--- config.mk ---
export PLATFORM = sky130hd
export DESIGN_NAME = lcc_ctrl_top
export DESIGN_NICKNAME = d
export VERILOG_FILES = /design/src/lcc_pkg.sv /design/src/lcc_bus_if.sv /design/src/lcc_reg_bank.sv /design/src/lcc_ctrl_top.sv
export SDC_FILE = /design/constraint.sdc
export NUM_CORES = 1
export LEC_CHECK = 0
export ABC_CLOCK_PERIOD_IN_PS = 3700
export BUFFER_PORTS_ARGS = -buffer_cell sky130_fd_sc_hd__buf_2
export CELL_PAD_IN_SITES_DETAIL_PLACEMENT = 0
export CELL_PAD_IN_SITES_GLOBAL_PLACEMENT = 1
export CORE_MARGIN = 3
export CORE_UTILIZATION = 35
export DETAILED_ROUTE_END_ITERATION = 6
export PLACE_DENSITY_LB_ADDON = 0.1
export SYNTH_ARGS = -nofsm -noshare
export SYNTH_HDL_FRONTEND = slang
export SYNTH_SLANG_ARGS = --single-unit
--- constraint.sdc ---
create_clock -name clk_in -period 3.7 [get_ports clk_in]
set_input_delay 0.74 -clock clk_in [delete_from_list [all_inputs] [get_ports clk_in]]
set_output_delay 0.74 -clock clk_in [all_outputs]
set_load 0.01 [all_outputs]
--- src/lcc_pkg.sv ---
// constants, field layouts and types for the lane conditioning control bank
package lcc_pkg;

  // ------------------------------------------------------------------
  // management bus
  // ------------------------------------------------------------------
  // device address on the management bus; value is arbitrary
  localparam logic [6:0] LCC_SLAVE_ADDR      = 7'h5a;
  localparam logic [3:0] LCC_BITS_PER_BYTE   = 4'h8;

  // ------------------------------------------------------------------
  // register offsets and reset values
  // ------------------------------------------------------------------
  localparam logic [7:0] LCC_OFS_L1_BOOST    = 8'h16;
  localparam logic [7:0] LCC_OFS_L1_SWING    = 8'h17;
  localparam logic [7:0] LCC_OFS_L1_EMPH     = 8'h18;
  localparam logic [7:0] LCC_OFS_L1_IDLE_THR = 8'h19;
  localparam logic [7:0] LCC_OFS_L2_MUTE_RATE = 8'h1c;

  localparam logic [7:0] LCC_RST_L1_BOOST    = 8'h20;
  localparam logic [7:0] LCC_RST_L1_SWING    = 8'h03;
  localparam logic [7:0] LCC_RST_L1_EMPH     = 8'h03;
  localparam logic [7:0] LCC_RST_L1_IDLE_THR = 8'h00;
  localparam logic [7:0] LCC_RST_L2_MUTE_RATE = 8'h00;
  localparam logic [7:0] LCC_UNMAPPED_READ   = 8'h00;

  // ------------------------------------------------------------------
  // field positions
  // ------------------------------------------------------------------
  localparam int LCC_BOOST_EN_BIT     = 5;
  localparam int LCC_BOOST_GAIN_MSB   = 4;
  localparam int LCC_BOOST_GAIN_LSB   = 3;
  localparam int LCC_BOOST_LVL_MSB    = 2;
  localparam int LCC_BOOST_LVL_LSB    = 0;
  localparam int LCC_SWING_MSB        = 6;
  localparam int LCC_EMPH_PROFILE_BIT = 7;
  localparam int LCC_EMPH_LVL_MSB     = 6;
  localparam int LCC_THR_DEASSERT_MSB = 3;
  localparam int LCC_THR_DEASSERT_LSB = 2;
  localparam int LCC_THR_ASSERT_MSB   = 1;
  localparam int LCC_THR_ASSERT_LSB   = 0;
  localparam int LCC_MUTE_AUTO_BIT    = 5;
  localparam int LCC_MUTE_SEL_BIT     = 4;
  localparam int LCC_RATE_AUTO_BIT    = 1;
  localparam int LCC_RATE_SEL_BIT     = 0;

  // ------------------------------------------------------------------
  // encodings
  // ------------------------------------------------------------------
  localparam int         LCC_NUM_STRAP       = 8;
  localparam logic [5:0] LCC_BOOST_STRAP_VALS [LCC_NUM_STRAP] =
    '{6'h2a, 6'h30, 6'h32, 6'h39, 6'h35, 6'h37, 6'h3b, 6'h3d};
  localparam logic [6:0] LCC_SWING_600MV     = 7'h03;
  localparam logic [6:0] LCC_SWING_800MV     = 7'h07;
  localparam logic [6:0] LCC_SWING_1000MV    = 7'h0f;
  localparam logic [6:0] LCC_SWING_1200MV    = 7'h1f;
  localparam logic [6:0] LCC_SWING_1400MV    = 7'h3f;
  localparam logic [7:0] LCC_EMPH_0DB        = 8'h01;
  localparam logic [7:0] LCC_EMPH_M6DB       = 8'h88;
  localparam logic [7:0] LCC_EMPH_M12DB      = 8'ha0;
  localparam logic [7:0] LCC_EMPH_RESERVED   = 8'hc0;
  // idle thresholds in mV per 2-bit code, index = code
  localparam int LCC_THR_DEASSERT_MV [4] = '{110, 150, 170, 190};
  localparam int LCC_THR_ASSERT_MV   [4] = '{70, 110, 130, 150};
  localparam logic       LCC_RATE_2G5        = 1'b0;
  localparam logic       LCC_RATE_5G0        = 1'b1;

  typedef enum logic [3:0] {
    LCC_IDLE, LCC_ADDR, LCC_ADDR_ACK, LCC_REG, LCC_REG_ACK,
    LCC_WDATA, LCC_WDATA_ACK, LCC_RDATA, LCC_RDATA_ACK
  } lcc_state_t;

endpackage : lcc_pkg

--- src/lcc_bus_if.sv ---
// register access carrier between the bus slave and the register bank
`timescale 1ns/10ps
interface lcc_bus_if;
  logic       wr_en;
  logic [7:0] addr;
  logic [7:0] wdata;
  logic [7:0] rdata;

  modport slave (output wr_en, output addr, output wdata, input rdata);
  modport bank  (input wr_en, input addr, input wdata, output rdata);
endinterface : lcc_bus_if

--- src/lcc_reg_bank.sv ---
// lane control register storage and read-back selection
`timescale 1ns/10ps
module lcc_reg_bank (
  input  wire logic       clk_in,
  input  wire logic       reset_in,
  lcc_bus_if.bank         bus,
  output logic [7:0]      boost_q,
  output logic [7:0]      swing_q,
  output logic [7:0]      emph_q,
  output logic [7:0]      thr_q,
  output logic [7:0]      mute_rate_q
);
  import lcc_pkg::*;

  // ------------------------------------------------------------------
  // storage; reserved bits are kept so reads return what was written
  // ------------------------------------------------------------------
  always_ff @(posedge clk_in or posedge reset_in) begin
    if (reset_in) begin
      boost_q     <= LCC_RST_L1_BOOST;
      swing_q     <= LCC_RST_L1_SWING;
      emph_q      <= LCC_RST_L1_EMPH;
      thr_q       <= LCC_RST_L1_IDLE_THR;
      mute_rate_q <= LCC_RST_L2_MUTE_RATE;
    end else if (bus.wr_en) begin
      case (bus.addr)
        LCC_OFS_L1_BOOST:     boost_q     <= bus.wdata;
        LCC_OFS_L1_SWING:     swing_q     <= bus.wdata;
        LCC_OFS_L1_EMPH:      emph_q      <= bus.wdata;
        LCC_OFS_L1_IDLE_THR:  thr_q       <= bus.wdata;
        LCC_OFS_L2_MUTE_RATE: mute_rate_q <= bus.wdata;
        default: ;
      endcase
    end
  end

  always_comb begin
    case (bus.addr)
      LCC_OFS_L1_BOOST:     bus.rdata = boost_q;
      LCC_OFS_L1_SWING:     bus.rdata = swing_q;
      LCC_OFS_L1_EMPH:      bus.rdata = emph_q;
      LCC_OFS_L1_IDLE_THR:  bus.rdata = thr_q;
      LCC_OFS_L2_MUTE_RATE: bus.rdata = mute_rate_q;
      default:              bus.rdata = LCC_UNMAPPED_READ;
    endcase
  end

  boost_write_a: assert property (@(posedge clk_in) disable iff (reset_in)
    (bus.wr_en && bus.addr == LCC_OFS_L1_BOOST) |=> boost_q == $past(bus.wdata))
    else $error("boost register write lost");
  emph_read_a: assert property (@(posedge clk_in) disable iff (reset_in)
    (bus.wr_en && bus.addr == LCC_OFS_L1_EMPH) |=> (bus.addr != LCC_OFS_L1_EMPH
    || bus.rdata == $past(bus.wdata)))
    else $error("emphasis register readback wrong");

endmodule : lcc_reg_bank

--- src/lcc_ctrl_top.sv ---
// management bus slave and top level of the lane conditioning control bank
//
// Overview of operation
// boost field six bits: enable bit, two-bit gain stage, three-bit level.
// boost register resets to 0x20, boost path enabled.
// strap-equivalent boost values 2A,30,32,39,35,37,3B,3D are recognised.
// seven-bit swing codes 03,07,0F,1F,3F give 600 to 1400 mV.
// emphasis bit 7 picks compatibility (0) or enhanced (1) profile.
// emphasis bits 6:0 hold level; register resets to 0x03.
// emphasis 0x01 is 0 dB, 0x88 is -6 dB, 0xA0 is -12 dB.
// software must not write emphasis code 0xC0, it is reserved.
// idle threshold bits 3:2 de-assert, bits 1:0 assert.
// threshold codes 00..11 map 110/70 up to 190/150 mV, default 00.
// with auto mute off, bit 4 decides lane-2 muting.
// with auto mute on, lane-2 mutes from its own idle detection.
// manual mute select 0 keeps output on, signal detection disabled.
// manual mute select 1 forces lane-2 output into electrical idle.
// with auto rate off, bit 0 sets lane-2 line rate.
// with auto rate on, internal rate detection sets line rate.
// rate select 0 means 2.5 Gbps, 1 means 5.0 Gbps.
// software writes zeros to reserved bits; they have no function.
// every lane register reads back the last value written.
`timescale 1ns/10ps
module lcc_ctrl_top (
  input  wire logic       clk_in,
  input  wire logic       reset_in,
  input  wire logic       smb_scl_in,
  input  wire logic       smb_sda_in,
  output logic            smb_sda_out,
  output logic            smb_sda_oe_out,
  input  wire logic       lane2_idle_detect_in,
  input  wire logic       lane2_rate_detect_in,
  output logic            lane1_boost_enable_out,
  output logic [1:0]      lane1_gain_stage_pick_out,
  output logic [2:0]      lane1_boost_level_pick_out,
  output logic            lane1_boost_strap_equiv_out,
  output logic [6:0]      lane1_output_swing_level_out,
  output logic            lane1_emphasis_profile_out,
  output logic [6:0]      lane1_tx_emphasis_level_out,
  output logic            lane1_emphasis_reserved_out,
  output logic [1:0]      lane1_idle_deassert_thr_out,
  output logic [1:0]      lane1_idle_assert_thr_out,
  output logic            lane2_mute_out,
  output logic            lane2_signal_present_detect_en_out,
  output logic            lane2_rate_5g_out
);
  import lcc_pkg::*;

  // ------------------------------------------------------------------
  // declarations
  // ------------------------------------------------------------------
  lcc_bus_if  bus ();

  lcc_state_t state_q;
  logic       scl_prev_q;
  logic       sda_prev_q;
  logic [3:0] bit_cnt_q;
  logic [7:0] shift_q;
  logic [7:0] tx_q;
  logic [7:0] ptr_q;
  logic       wr_q;
  logic       rw_q;
  logic       mst_ack_q;
  logic       sda_oe_q;
  logic       sda_out_q;

  logic [7:0] boost_q;
  logic [7:0] swing_q;
  logic [7:0] emph_q;
  logic [7:0] thr_q;
  logic [7:0] mute_rate_q;

  logic       scl_rise;
  logic       scl_fall;
  logic       bus_start;
  logic       bus_stop;
  logic       byte_done;
  logic       rx_state;
  logic       cnt_clr;
  logic [LCC_NUM_STRAP-1:0] strap_hit;

  // ------------------------------------------------------------------
  // line events
  // ------------------------------------------------------------------
  // pins arrive synchronous to clk_in, so one stage of history suffices
  always_ff @(posedge clk_in or posedge reset_in) begin
    if (reset_in) begin
      scl_prev_q <= 1'b1;
      sda_prev_q <= 1'b1;
    end else begin
      scl_prev_q <= smb_scl_in;
      sda_prev_q <= smb_sda_in;
    end
  end

  assign scl_rise  = smb_scl_in & ~scl_prev_q;
  assign scl_fall  = ~smb_scl_in & scl_prev_q;
  assign bus_start = smb_scl_in & scl_prev_q & sda_prev_q & ~smb_sda_in;
  assign bus_stop  = smb_scl_in & scl_prev_q & ~sda_prev_q & smb_sda_in;
  assign byte_done = (bit_cnt_q == LCC_BITS_PER_BYTE);
  assign rx_state  = (state_q == LCC_ADDR) || (state_q == LCC_REG) ||
                     (state_q == LCC_WDATA) || (state_q == LCC_RDATA);
  assign cnt_clr   = bus_start || (scl_fall && ((state_q == LCC_ADDR_ACK) ||
                     (state_q == LCC_REG_ACK) || (state_q == LCC_WDATA_ACK) ||
                     (state_q == LCC_RDATA_ACK)));

  // ------------------------------------------------------------------
  // bit counter and receive shifter
  // ------------------------------------------------------------------
  always_ff @(posedge clk_in or posedge reset_in) begin
    if (reset_in) begin
      bit_cnt_q <= 4'h0;
      shift_q   <= 8'h00;
    end else if (cnt_clr) begin
      bit_cnt_q <= 4'h0;
    end else if (scl_rise && rx_state && !byte_done) begin
      bit_cnt_q <= bit_cnt_q + 4'h1;
      shift_q   <= {shift_q[6:0], smb_sda_in};
    end
  end

  // ------------------------------------------------------------------
  // transfer sequencer
  // ------------------------------------------------------------------
  // a start or stop is honoured in any state, so a host can always
  // recover a confused transfer without a reset
  always_ff @(posedge clk_in or posedge reset_in) begin
    if (reset_in) begin
      state_q   <= LCC_IDLE;
      sda_oe_q  <= 1'b0;
      tx_q      <= 8'h00;
      ptr_q     <= 8'h00;
      wr_q      <= 1'b0;
      rw_q      <= 1'b0;
      mst_ack_q <= 1'b0;
    end else begin
      wr_q <= 1'b0;
      if (bus_start) begin
        state_q  <= LCC_ADDR;
        sda_oe_q <= 1'b0;
      end else if (bus_stop) begin
        state_q  <= LCC_IDLE;
        sda_oe_q <= 1'b0;
      end else if (scl_rise && state_q == LCC_RDATA_ACK) begin
        mst_ack_q <= ~smb_sda_in;
      end else if (scl_fall) begin
        case (state_q)
          LCC_ADDR: begin
            if (byte_done && shift_q[7:1] == LCC_SLAVE_ADDR) begin
              rw_q     <= shift_q[0];
              sda_oe_q <= 1'b1;
              state_q  <= LCC_ADDR_ACK;
            end else if (byte_done) begin
              state_q  <= LCC_IDLE;
            end
          end
          LCC_ADDR_ACK: begin
            if (rw_q) begin
              tx_q     <= bus.rdata;
              sda_oe_q <= ~bus.rdata[7];
              state_q  <= LCC_RDATA;
            end else begin
              sda_oe_q <= 1'b0;
              state_q  <= LCC_REG;
            end
          end
          LCC_REG: begin
            if (byte_done) begin
              ptr_q    <= shift_q;
              sda_oe_q <= 1'b1;
              state_q  <= LCC_REG_ACK;
            end
          end
          LCC_REG_ACK: begin
            sda_oe_q <= 1'b0;
            state_q  <= LCC_WDATA;
          end
          LCC_WDATA: begin
            if (byte_done) begin
              wr_q     <= 1'b1;
              sda_oe_q <= 1'b1;
              state_q  <= LCC_WDATA_ACK;
            end
          end
          LCC_WDATA_ACK: begin
            sda_oe_q <= 1'b0;
            ptr_q    <= ptr_q + 8'h01;
            state_q  <= LCC_WDATA;
          end
          LCC_RDATA: begin
            if (byte_done) begin
              sda_oe_q <= 1'b0;
              ptr_q    <= ptr_q + 8'h01;
              state_q  <= LCC_RDATA_ACK;
            end else begin
              sda_oe_q <= ~tx_q[6];
              tx_q     <= {tx_q[6:0], 1'b0};
            end
          end
          LCC_RDATA_ACK: begin
            if (mst_ack_q) begin
              tx_q     <= bus.rdata;
              sda_oe_q <= ~bus.rdata[7];
              state_q  <= LCC_RDATA;
            end else begin
              state_q  <= LCC_IDLE;
            end
          end
          default: state_q <= LCC_IDLE;
        endcase
      end
    end
  end

  // open drain: the pad only ever pulls low
  always_ff @(posedge clk_in or posedge reset_in) begin
    if (reset_in) begin
      sda_out_q <= 1'b0;
    end else begin
      sda_out_q <= 1'b0;
    end
  end

  assign smb_sda_out    = sda_out_q;
  assign smb_sda_oe_out = sda_oe_q;
  assign bus.wr_en      = wr_q;
  assign bus.addr       = ptr_q;
  assign bus.wdata      = shift_q;

  // ------------------------------------------------------------------
  // register bank
  // ------------------------------------------------------------------
  lcc_reg_bank u_bank (
    .clk_in               (clk_in),
    .reset_in             (reset_in),
    .bus                  (bus.bank),
    .boost_q              (boost_q),
    .swing_q              (swing_q),
    .emph_q               (emph_q),
    .thr_q                (thr_q),
    .mute_rate_q          (mute_rate_q)
  );

  // ------------------------------------------------------------------
  // lane-2 mute and rate selection
  // ------------------------------------------------------------------
  always_ff @(posedge clk_in or posedge reset_in) begin
    if (reset_in) begin
      lane2_mute_out                     <= 1'b0;
      lane2_signal_present_detect_en_out <= 1'b0;
    end else if (mute_rate_q[LCC_MUTE_AUTO_BIT]) begin
      lane2_mute_out                     <= lane2_idle_detect_in;
      lane2_signal_present_detect_en_out <= 1'b1;
    end else begin
      lane2_mute_out                     <= mute_rate_q[LCC_MUTE_SEL_BIT];
      lane2_signal_present_detect_en_out <= 1'b0;
    end
  end

  always_ff @(posedge clk_in or posedge reset_in) begin
    if (reset_in) begin
      lane2_rate_5g_out <= LCC_RATE_2G5;
    end else if (mute_rate_q[LCC_RATE_AUTO_BIT]) begin
      lane2_rate_5g_out <= lane2_rate_detect_in;
    end else begin
      lane2_rate_5g_out <= mute_rate_q[LCC_RATE_SEL_BIT];
    end
  end

  // ------------------------------------------------------------------
  // status flags for the lane-1 settings
  // ------------------------------------------------------------------
  generate
    for (genvar i = 0; i < LCC_NUM_STRAP; i++) begin : g_strap
      assign strap_hit[i] = (boost_q[5:0] == LCC_BOOST_STRAP_VALS[i]);
    end
  endgenerate

  // the reserved emphasis code is flagged, not blocked: software owns it
  always_ff @(posedge clk_in or posedge reset_in) begin
    if (reset_in) begin
      lane1_boost_strap_equiv_out <= 1'b0;
      lane1_emphasis_reserved_out <= 1'b0;
    end else begin
      lane1_boost_strap_equiv_out <= |strap_hit;
      lane1_emphasis_reserved_out <= (emph_q == LCC_EMPH_RESERVED);
    end
  end

  // ------------------------------------------------------------------
  // lane-1 field outputs
  // ------------------------------------------------------------------
  // reserved bits are never routed to the lane, so they have no effect
  assign lane1_boost_enable_out       = boost_q[LCC_BOOST_EN_BIT];
  assign lane1_gain_stage_pick_out    =
    boost_q[LCC_BOOST_GAIN_MSB:LCC_BOOST_GAIN_LSB];
  assign lane1_boost_level_pick_out   =
    boost_q[LCC_BOOST_LVL_MSB:LCC_BOOST_LVL_LSB];
  assign lane1_output_swing_level_out = swing_q[LCC_SWING_MSB:0];
  assign lane1_emphasis_profile_out   = emph_q[LCC_EMPH_PROFILE_BIT];
  assign lane1_tx_emphasis_level_out  = emph_q[LCC_EMPH_LVL_MSB:0];
  assign lane1_idle_deassert_thr_out  =
    thr_q[LCC_THR_DEASSERT_MSB:LCC_THR_DEASSERT_LSB];
  assign lane1_idle_assert_thr_out    =
    thr_q[LCC_THR_ASSERT_MSB:LCC_THR_ASSERT_LSB];

  // ------------------------------------------------------------------
  // checks
  // ------------------------------------------------------------------
  addr_ack_a: assert property (@(posedge clk_in) disable iff (reset_in)
    (state_q == LCC_ADDR && scl_fall && byte_done && !bus_start && !bus_stop &&
     shift_q[7:1] == LCC_SLAVE_ADDR) |=> (smb_sda_oe_out && state_q == LCC_ADDR_ACK))
    else $error("own address not acknowledged");
  addr_miss_a: assert property (@(posedge clk_in) disable iff (reset_in)
    (state_q == LCC_ADDR && scl_fall && byte_done && !bus_start && !bus_stop &&
     shift_q[7:1] != LCC_SLAVE_ADDR) |=> (!smb_sda_oe_out && state_q == LCC_IDLE))
    else $error("foreign address acknowledged");
  write_pulse_a: assert property (@(posedge clk_in) disable iff (reset_in)
    $rose(wr_q) |=> (!wr_q && state_q == LCC_WDATA_ACK && smb_sda_oe_out))
    else $error("write strobe not single with ack");
  stop_release_a: assert property (@(posedge clk_in) disable iff (reset_in)
    bus_stop |=> (state_q == LCC_IDLE && !smb_sda_oe_out))
    else $error("stop did not release the line");
  bits_count_a: assert property (@(posedge clk_in) disable iff (reset_in)
    bit_cnt_q <= LCC_BITS_PER_BYTE)
    else $error("bit counter overran a byte");
  mute_auto_a: assert property (@(posedge clk_in) disable iff (reset_in)
    mute_rate_q[LCC_MUTE_AUTO_BIT] |=> lane2_mute_out == $past(lane2_idle_detect_in))
    else $error("auto mute does not follow idle detect");
  mute_forced_a: assert property (@(posedge clk_in) disable iff (reset_in)
    (!mute_rate_q[LCC_MUTE_AUTO_BIT] && mute_rate_q[LCC_MUTE_SEL_BIT]) |=> lane2_mute_out)
    else $error("manual mute select 1 did not mute");
  output_on_a: assert property (@(posedge clk_in) disable iff (reset_in)
    (!mute_rate_q[LCC_MUTE_AUTO_BIT] && !mute_rate_q[LCC_MUTE_SEL_BIT])
    |=> (!lane2_mute_out && !lane2_signal_present_detect_en_out))
    else $error("manual mute select 0 not on with detect off");
  rate_manual_a: assert property (@(posedge clk_in) disable iff (reset_in)
    !mute_rate_q[LCC_RATE_AUTO_BIT]
    |=> lane2_rate_5g_out == $past(mute_rate_q[LCC_RATE_SEL_BIT]))
    else $error("manual rate select not applied");
  rate_auto_a: assert property (@(posedge clk_in) disable iff (reset_in)
    mute_rate_q[LCC_RATE_AUTO_BIT] |=> lane2_rate_5g_out == $past(lane2_rate_detect_in))
    else $error("auto rate does not follow rate detect");

endmodule : lcc_ctrl_top

==> metrics, run 1 <==
Reg2Reg Setup Slack between 1.5 and 2 ns; simple logic cell fraction of the synthesized area 14.2%; core area between 0.01 and 0.015 mm2; Synth Area per Inst 10.7 um2; CTS-repair resized insts 0; Die Wd roughly 120 um; Leak around 2.2 nW; CP Data Arrival Time between 2 and 2.5 ns; Min-Delay Path Class reg2reg; Final Cycle Share about three fifths; worst r2r src bus.addr[0]; sw power about 0.65 mW; DP Cell Count 545; worst rel slew slack 44.2%; Avg WL per Cell around 19 um; clk_lat worst skew around 0.34 ns; Seq pwr share around 51%; Slowest-stage cell, CP ha_1; Setup Total Neg Slack 0 ns; Adder-Cell Fraction of Synth Area approximately 1.7%; CP endpoint tx_q[6]; Synth Register Bits between 80 and 90; M1 GR Usage between 20% and 30%; Initial Util a little under two fifths; multiplexer share of the synthesized area approximately 14%; reg-to-reg endpoint tx_q[6]; CP startpoint kind flip-flop; crit path launch bus.addr[0]; combinational share of power around 10%; max-slew violations 0; synthesized instance count 401; Mapped Nets 413; TritonCTS buffer count 9; commonest non-fill, non-tap cell in the layout dfrtp_1; Max Freq roughly 460 MHz; DRT antenna net count 0; VDD IR-drop max 385 uV; slowest stage delay, CP between 0.4 and 0.5 ns; setup violators final 0; number of global-route vias before repair roughly 3000; Worst Tran Pin Value 0.836 ns; fin area 0.00474 mm2; Worst Path Max Fanout 10; Layout area overhead 10.2%; combinational family with the most area after synthesis multiplexers; Post-synth EDFFs 0; most frequent cells in the layout dfrtp_1, mux2_2, buf_2; Max Cap Viol 0; CTS Root Cell clkbuf_16; drt total wl between 10000 and 15000 um; Buffers on Ports 36; post-CTS setup buffer count 0; outcome finished, final reports clean; worst clock skew about 0.009 ns; drt drc 0; CTS H-tree depth 3; peak-usage layer in the global routing report met2; RSZ-0062 raised after global routing false; fraction of registers with async set/reset 100%; nets about 430; Initial DRC Count 179; GR Overflow Total 0; IO Pins 38; R2R depth 7; share of the yosys chip area belonging to registers 47.9%; total track usage between 10% and 20%; vias post-DR around 3000; Clock Path Buffers 2; switching part of the total roughly 29%; Die Area roughly 0.014 mm2; drt via density between 5 and 6; TritonCTS clock tree done; WHS 0.435 ns; Final min period roughly 2.2 ns; Synth Flop Type dfrtp_1; Compound-Gate Fraction of Synth Area between 10% and 20%; Yosys cell types 61; initial antenna violation count 0; RePlAce Congestion about 0.76; clock share of power ~40%; internal power between 1.5 and 2 mW; ant diodes 0; Rows 39; YS warnings 0; placed cell areas approximately 0.0045 mm2; TritonRoute pass-1 iters 4; Worst-path clk slew approximately 0.06 ns; Worst Setup End Kind flip-flop; first-pass GRT wire length 16900 um; met3 Use GR between 4 and 5%; Die Y ~120 um; Hold Buf Count CTS 0; largest net degree at the start of global routing between 40 and 50; met2 Use GR approximately a quarter; # clock sinks between 80 and 90; Synth Cell Area approximately 0.0043 mm2; xor/xnor share of the synthesized area under 10%; HPWL Detailed 7230 um; fin cells approximately 560; critical-path cell list inv_1 > ha_1 > and2_1 > nand2_1 > o21ai_0 > a221oi_1 > o31ai_1; worst path required time ~3.9 ns; Final Hold Fails 0; ratio of cells with drive above 1 in the final layout 29.2%; WS Path Type reg2reg; P per Cell Area about 470 mW/mm2
## power by group through the flow
stage | sequential [mW] | combinational [mW] | clock [mW]
finish | 1.15 | 0.226 | 0.880
global route | 1.16 | 0.263 | 0.959
CTS | 1.15 | 0.230 | 0.912
detailed placement | 1.17 | 0.228 | 0
global placement | 1.17 | 0.225 | 0
floorplan | 1.05 | 0.213 | 0
## metrics by stage
| step | setup WS, ns | total power, mW | util, % |
|---|---|---|---|
| 2_1_floorplan | 0.863 | 1.26 | - |
| 3_3_place_gp | 1.53 | 1.39 | 38.0 |
| 3_5_place_dp | 1.51 | 1.39 | 38.0 |
| 4_1_cts | 1.52 | 2.29 | 40.5 |
| 5_1_grt | 1.39 | 2.39 | 40.5 |
| 6_report | 1.54 | 2.25 | 40.5 |
## synthesized netlist by cell type (3+ instances only)
cell type / number / area [um2]
mux2_2: 46 / 518
o21a_1: 3 / 22.5
xor2_1: 3 / 26.3
a221oi_1: 6 / 52.6
nor3_1: 8 / 40.0
nand2_1: 34 / 128
dfstp_2: 7 / 184
buf_2: 8 / 40.0
buf_4: 18 / 135
o22ai_1: 5 / 31.3
nand3_1: 13 / 65.1
inv_1: 12 / 45.0
ha_1: 6 / 75.1
a21oi_1: 15 / 75.1
dfrtp_1: 75 / 1880
nand2b_1: 7 / 43.8
mux2_4: 5 / 75.1
nor2_1: 22 / 82.6
and3_1: 4 / 25.0
clkbuf_1: 8 / 30.0
a22o_1: 9 / 78.8
a22oi_1: 10 / 75.1
o31ai_1: 8 / 60.1
o21ai_0: 19 / 95.1
## flip-flops by register name (all words and copies together), names as in the netlist, 4 cells and up
name and count:
bit_cnt_q 4, u_bank.emph_q 8, u_bank.mute_rate_q 8, u_bank.boost_q 8
tx_q 7, bus.addr 8, bus.wdata 8, u_bank.swing_q 8
state_q 4, u_bank.thr_q 8
## cell type report
class	instances	area (um2)
fill	1189	6970
sequential	82	2060
multi-input combinational	269	1950
clock buffer	12	236
timing repair buffer	39	215
tap	143	179
clock inverter	4	52.6
inverter	12	46.3
## cells by family after synthesis
| family | after synthesis |
|---|---|
| and+or+nand+nor | 115 |
| AOI/OAI and AO/OA | 89 |
| DFF | 82 |
| muxes | 53 |
| buffers and inverters | 50 |
| adders and majority gates | 6 |
| xor gates and xnor gates | 5 |
| other | 1 |
## worst max-delay path, delay by kind of cell (launching register included)
kind                       cells  cell delay (ns)
AOI/OAI and AO/OA              3             0.60
adders and majority gates      1             0.44
and+or+nand+nor                2             0.44
DFF                            1             0.41
buffers and inverters          1             0.16
## per-layer routing
metal  vias up  share of wire (%)
li1       1454                  -
met1      1487                 49
met2        45                 46
met3         9                2.8
met4         0                1.7
met5         -                  0
## worst min-delay path by stage
stage / startpoint / end / slack [ns] / depth (start not counted)
after floorplan: u_bank.mute_rate_q[5] / lane2_signal_present_detect_en_out / 0.40 / 0
after global placement: u_bank.mute_rate_q[5] / lane2_signal_present_detect_en_out / 0.42 / 0
after detailed placement: u_bank.mute_rate_q[5] / lane2_signal_present_detect_en_out / 0.43 / 0
after CTS: u_bank.mute_rate_q[5] / lane2_signal_present_detect_en_out / 0.44 / 0
after global routing: u_bank.mute_rate_q[5] / lane2_signal_present_detect_en_out / 0.47 / 0
final: u_bank.mute_rate_q[5] / lane2_signal_present_detect_en_out / 0.44 / 0
No activity file was read; power rests on OpenSTA's default activity.
==> run 2, diff against run 1 <==
- ABC_CLOCK_PERIOD_IN_PS: 3700 -> 2230
- clock period: 3.7 -> 2.23 ns (I/O delays scaled with it)
==> run 2 against run 1 <==
  * Cell area increased by 2.8%
  * Hold slack got worse by 0.22 ns
  * Total power up 73%
  * Sequential share of layout area shrank 1.2 points
  * First-iteration DRC count rose by 18%
  * Combinational power grew to 2.7 times the previous value
  * Setup slack got worse by 1.3 ns
  * Routed wire length increased by 1.9%
  * Global-route usage grew 0.28 points
  * Sequential cell count unchanged
  * Critical path depth stayed put
==> metrics, run 2 (synthesized netlist as in run 1, its figures left out) <==
IO Pins 38; number of global-route vias before repair 3034; outcome finished, final reports clean; Clock Path Buffers 2; most frequent cells in the layout dfrtp_1, mux2_2, buf_2; CP startpoint kind flip-flop; CP Data Arrival Time roughly 2.3 ns; Initial DRC Count 212; clk_lat worst skew approximately 0.35 ns; # fillers between 1000 and 1500; Die Wd 117 um; TritonRoute pass-1 iters 4; Min-Delay Path Class in2async; Avg WL per Cell roughly 19 um; Multi-input gate area 0.00195 mm2; Initial Util around 37%; Die Y roughly 120 um; met3 Use GR around 3.8%; post-CTS setup buffer count 0; Rows 39; placed cell areas approximately 0.0046 mm2; max-slew violations 0; DRT antenna net count 0; largest net degree at the start of global routing 83; RePlAce Congestion between 0.8 and 0.9; Hold Buf Count CTS 0; Tot Pwr around 3.9 mW; TritonCTS clock tree done; Worst Setup End Kind flip-flop; HPWL Detailed about 7400 um; Worst Tran Pin Value approximately 0.56 ns; Max Freq a little under 500 MHz; total track usage ~17%; ant diodes 0; Setup Total Neg Slack 0 ns; Worst Path Max Fanout 14; setup violators final 0; drt total wl between 10000 and 15000 um; initial antenna violation count 0; Die Area 0.0137 mm2; CTS Root Cell clkbuf_16; Final min period ~2.0 ns; Leak around 2.3 nW; Final Cycle Share around 91%; Worst-path clk slew 0.06 ns; CTS-repair resized insts 0; worst path required time between 2 and 2.5 ns; final core utilization a little over two fifths; ratio of cells with drive above 1 in the final layout approximately a third; drt via density around 5.4; Final Hold Fails 0; post-place setup slack about 0.18 ns; Buffers on Ports 36; fin area between 0.004 and 0.005 mm2; first-pass GRT wire length between 15000 and 20000 um; Sequential Area around 0.0021 mm2; GR Overflow Total 0; M1 GR Usage a little under a quarter; WS Path Type reg2reg; nets approximately 440; commonest non-fill, non-tap cell in the layout dfrtp_1; drt drc 0; CTS H-tree depth 3; worst clock skew around 0.01 ns; P per Cell Area about 800 mW/mm2; post-route setup slack approximately 0.19 ns; # clock sinks just over 80; RSZ-0062 raised after global routing false; met2 Use GR around a quarter; worst rel slew slack a little over three fifths; TritonCTS buffer count 9; Max Cap Viol 0; peak-usage layer in the global routing report met2; Layout area overhead 13.3%; vias post-DR approximately 3100; core area 0.0117 mm2; VDD IR-drop max 605 uV
==> run 2: worst paths after layout <==
path,cells after the start,from,endpoint,slack (ns)
worst max register to register,7,bit_cnt_q[0],bit_cnt_q[2],0.19
min in group clk_in,1,smb_sda_in,sda_prev_q,0.23
worst min register to register,0,u_bank.mute_rate_q[5],lane2_signal_present_detect_en_out,0.44
worst max-delay path,7,bit_cnt_q[0],bit_cnt_q[2],0.19
worst min-delay path,3,reset_in,bus.addr[6],0.22
max in group asynchronous,3,reset_in,u_bank.emph_q[0],1.64
==> run 2: stage by stage <==
stage / std cells / hold slack, ns
6_report: 574 / 0.216
4_1_cts: 574 / 0.220
5_1_grt: 574 / 0.222
3_3_place_gp: 558 / 0.429
3_5_place_dp: 558 / 0.430
2_1_floorplan: 401 / 0.398
==> run 2: critical path, stage by stage (launching register included) <==
cell     delay [ns]
dfrtp_1        0.39
inv_1          0.07
ha_1           0.20
and3b_1        0.24
or3_1          0.64
nor2_1         0.21
xnor2_1        0.13
nor2_1         0.05
==> run 2: final cells by class <==
type,count,area share [%]
sequential,82,42.3
multi-input combinational,269,40.0
timing repair buffer,52,6.67
clock buffer,10,4.90
tap,143,3.67
clock inverter,6,1.46
inverter,12,1.00
==> run 2: routing by layer <==
| layer | share of wire, % | vias up | routed length, um |
|---|---|---|---|
| met3 | 3.7 | 11 | 389 |
| met2 | 47 | 50 | 5030 |
| li1 | - | 1471 | - |
| met5 | 0 | - | 0 |
| met1 | 48 | 1566 | 5060 |
| met4 | 1.5 | 0 | 157 |
==> run 2: report_power, final <==
part | switching (mW) | leakage [nW] | internal [mW]
registers | 0.139 | 1.10 | 1.59
clock network | 0.654 | 0.146 | 0.908
logic | 0.349 | 1.03 | 0.255
total | 1.14 | 2.28 | 2.76
==> run 3, diff against run 2 <==
- ABC_CLOCK_PERIOD_IN_PS: 2230 -> 1700
- clock period: 2.23 -> 1.7 ns (I/O delays scaled with it)
==> run 3 against run 2 <==
  * The flow now finishes with violations (negative setup slack)
  * Clock power rose by 17%
  * Clock-buffer cell count rose by 1
  * Total power rose by 37%
  * Sequential cell count did not move
  * Critical endpoint is now u_bank.thr_q[4]
  * Largest cell class is now multi-input combinational cells
  * Highest routed layer unchanged
==> metrics, run 3 (synthesized netlist as in run 1, its figures left out) <==
ratio of cells with drive above 1 in the final layout a little over half; critical-path cell list nor4b_4 > buf_4 > and2_4 > and3_4 > mux2_4; DRT antenna net count 0; max-slew violations 0; Leak 2.76 nW; P per Cell Area between 900 and 1000 mW/mm2; Tot Pwr between 5 and 6 mW; drt via density around 5.3; core area around 0.012 mm2; WS Path Type reg2reg; sw power ~1.7 mW; drt drc 0; IO Pins 38; failing checks negative setup slack; HPWL Detailed 7790 um; critical path's top delay family simple AND/OR/NAND/NOR gates; Die Area ~0.014 mm2; commonest non-fill, non-tap cell in the layout buf_4; Avg WL per Cell 18.3 um; VDD IR-drop max around 570 uV; initial antenna violation count 0; combinational share of power 24.4%; worst path required time 1.93 ns; Clock Path Buffers 2; clk_lat worst skew between 0.3 and 0.4 ns; switching part of the total between 30% and 40%; CP startpoint kind flip-flop; vias post-DR 3384; TritonCTS buffer count 9; # clock sinks 82; post-route setup slack -0.144 ns; Die Y 117 um; internal power between 3 and 4 mW; post-place setup slack -0.204 ns; slowest stage delay, CP 0.40 ns; Initial Util 36.8%; Slowest-stage cell, CP dfrtp_1; Final min period between 1.5 and 2 ns; R2R depth 5; RePlAce Congestion slightly above 0.8; RSZ-0062 raised after global routing true; Worst-path clk slew about 0.06 ns; reg-to-reg endpoint u_bank.thr_q[4]; largest net degree at the start of global routing a little over 80; CTS H-tree depth 3; most frequent cells in the layout buf_4, dfrtp_1, buf_2; total track usage between 10% and 20%; Rows 39; outcome finished with violations; Die Wd roughly 120 um; Min-Delay Path Class in2async; CTS Root Cell clkbuf_16; Worst Path Max Fanout 8; Max Cap Viol 0; Final Cycle Share 108%; Seq pwr share about 41%; worst r2r src bus.addr[5]; Worst Setup End Kind flip-flop; first-pass GRT wire length between 15000 and 20000 um; clock share of power roughly a third; Layout area overhead 35.8%; Max Freq 542 MHz; worst clock skew slightly below 0.006 ns; ant diodes 0; Buffers on Ports 36; CP bufs+invs 1; TritonCTS clock tree done; GR Overflow Total 0; TritonRoute pass-1 iters 4; nets 508; CP Data Arrival Time 2.07 ns; setup violators final 57; Final Hold Fails 0; drt total wl ~12000 um; Reg2Reg Setup Slack -0.14 ns; Initial DRC Count between 300 and 400; number of global-route vias before repair 3316
-- run 3: final cells by class --
| type | instances | area [um2] |
|---|---|---|
| fillers | 1093 | 5870 |
| multi-input cells | 270 | 2380 |
| flip-flops and latches | 82 | 2070 |
| repair buffers | 121 | 893 |
| clock buffers | 11 | 233 |
| well taps | 143 | 179 |
| inverters | 12 | 48.8 |
| clock inverters | 5 | 40.0 |
-- run 3: what timing repair did --
item                       CTS  global route
gates resized for setup     52            44
hold buffers                 0             0
pin swaps                   13            13
setup endpoints to repair   70            71
setup buffers                7            11
gates cloned                 0             1
-- run 3: worst max path at each step --
stage,from,end,depth (start not counted)
after global placement,bus.addr[0],tx_q[3],7
after detailed placement,bus.addr[0],tx_q[4],6
final,bus.addr[5],u_bank.thr_q[4],5
after global routing,bus.addr[6],u_bank.thr_q[7],5
after CTS,bus.addr[5],u_bank.swing_q[5],5
after floorplan,bit_cnt_q[0],bus.wdata[1],8
-- run 3: per-layer routing --
layer | GRT usage, % | wire, um | vias to the layer above
li1 | - | - | 1623
met1 | 24.2 | 5610 | 1672
met2 | 29.5 | 5650 | 74
met3 | 3.91 | 384 | 15
met4 | 5.05 | 136 | 0
met5 | 0 | 0 | -
-- run 3: worst reg2reg max path: stages (launching register included) --
cell     delay [ns]
dfrtp_1        0.40
nor4b_4        0.38
buf_4          0.19
and2_4         0.14
and3_4         0.30
mux2_4         0.32
-- run 3: through the flow --
step | util [%] | area [um2] | hold slack, ns | cells | TNS, ns
global route | 49.9 | 5840 | 0.123 | 644 | -8.85
detailed placement | 43.3 | 5070 | 0.438 | 610 | -7.02
floorplan | - | 4440 | 0.344 | 401 | -1.08
finish | 49.9 | 5840 | 0.117 | 644 | -4.07
CTS | 47.8 | 5590 | 0.113 | 632 | -4.14
global placement | 43.3 | 5070 | 0.427 | 610 | -5.72
-- run 3: power groups by stage --
stage                     clock, mW  combinational, mW  sequential, mW
after floorplan                   0              0.472            2.29
after global placement            0               1.06            2.24
after detailed placement          0               1.07            2.24
after CTS                      1.89               1.15            2.21
after global routing           1.97               1.42            2.23
final                          1.83               1.31            2.21
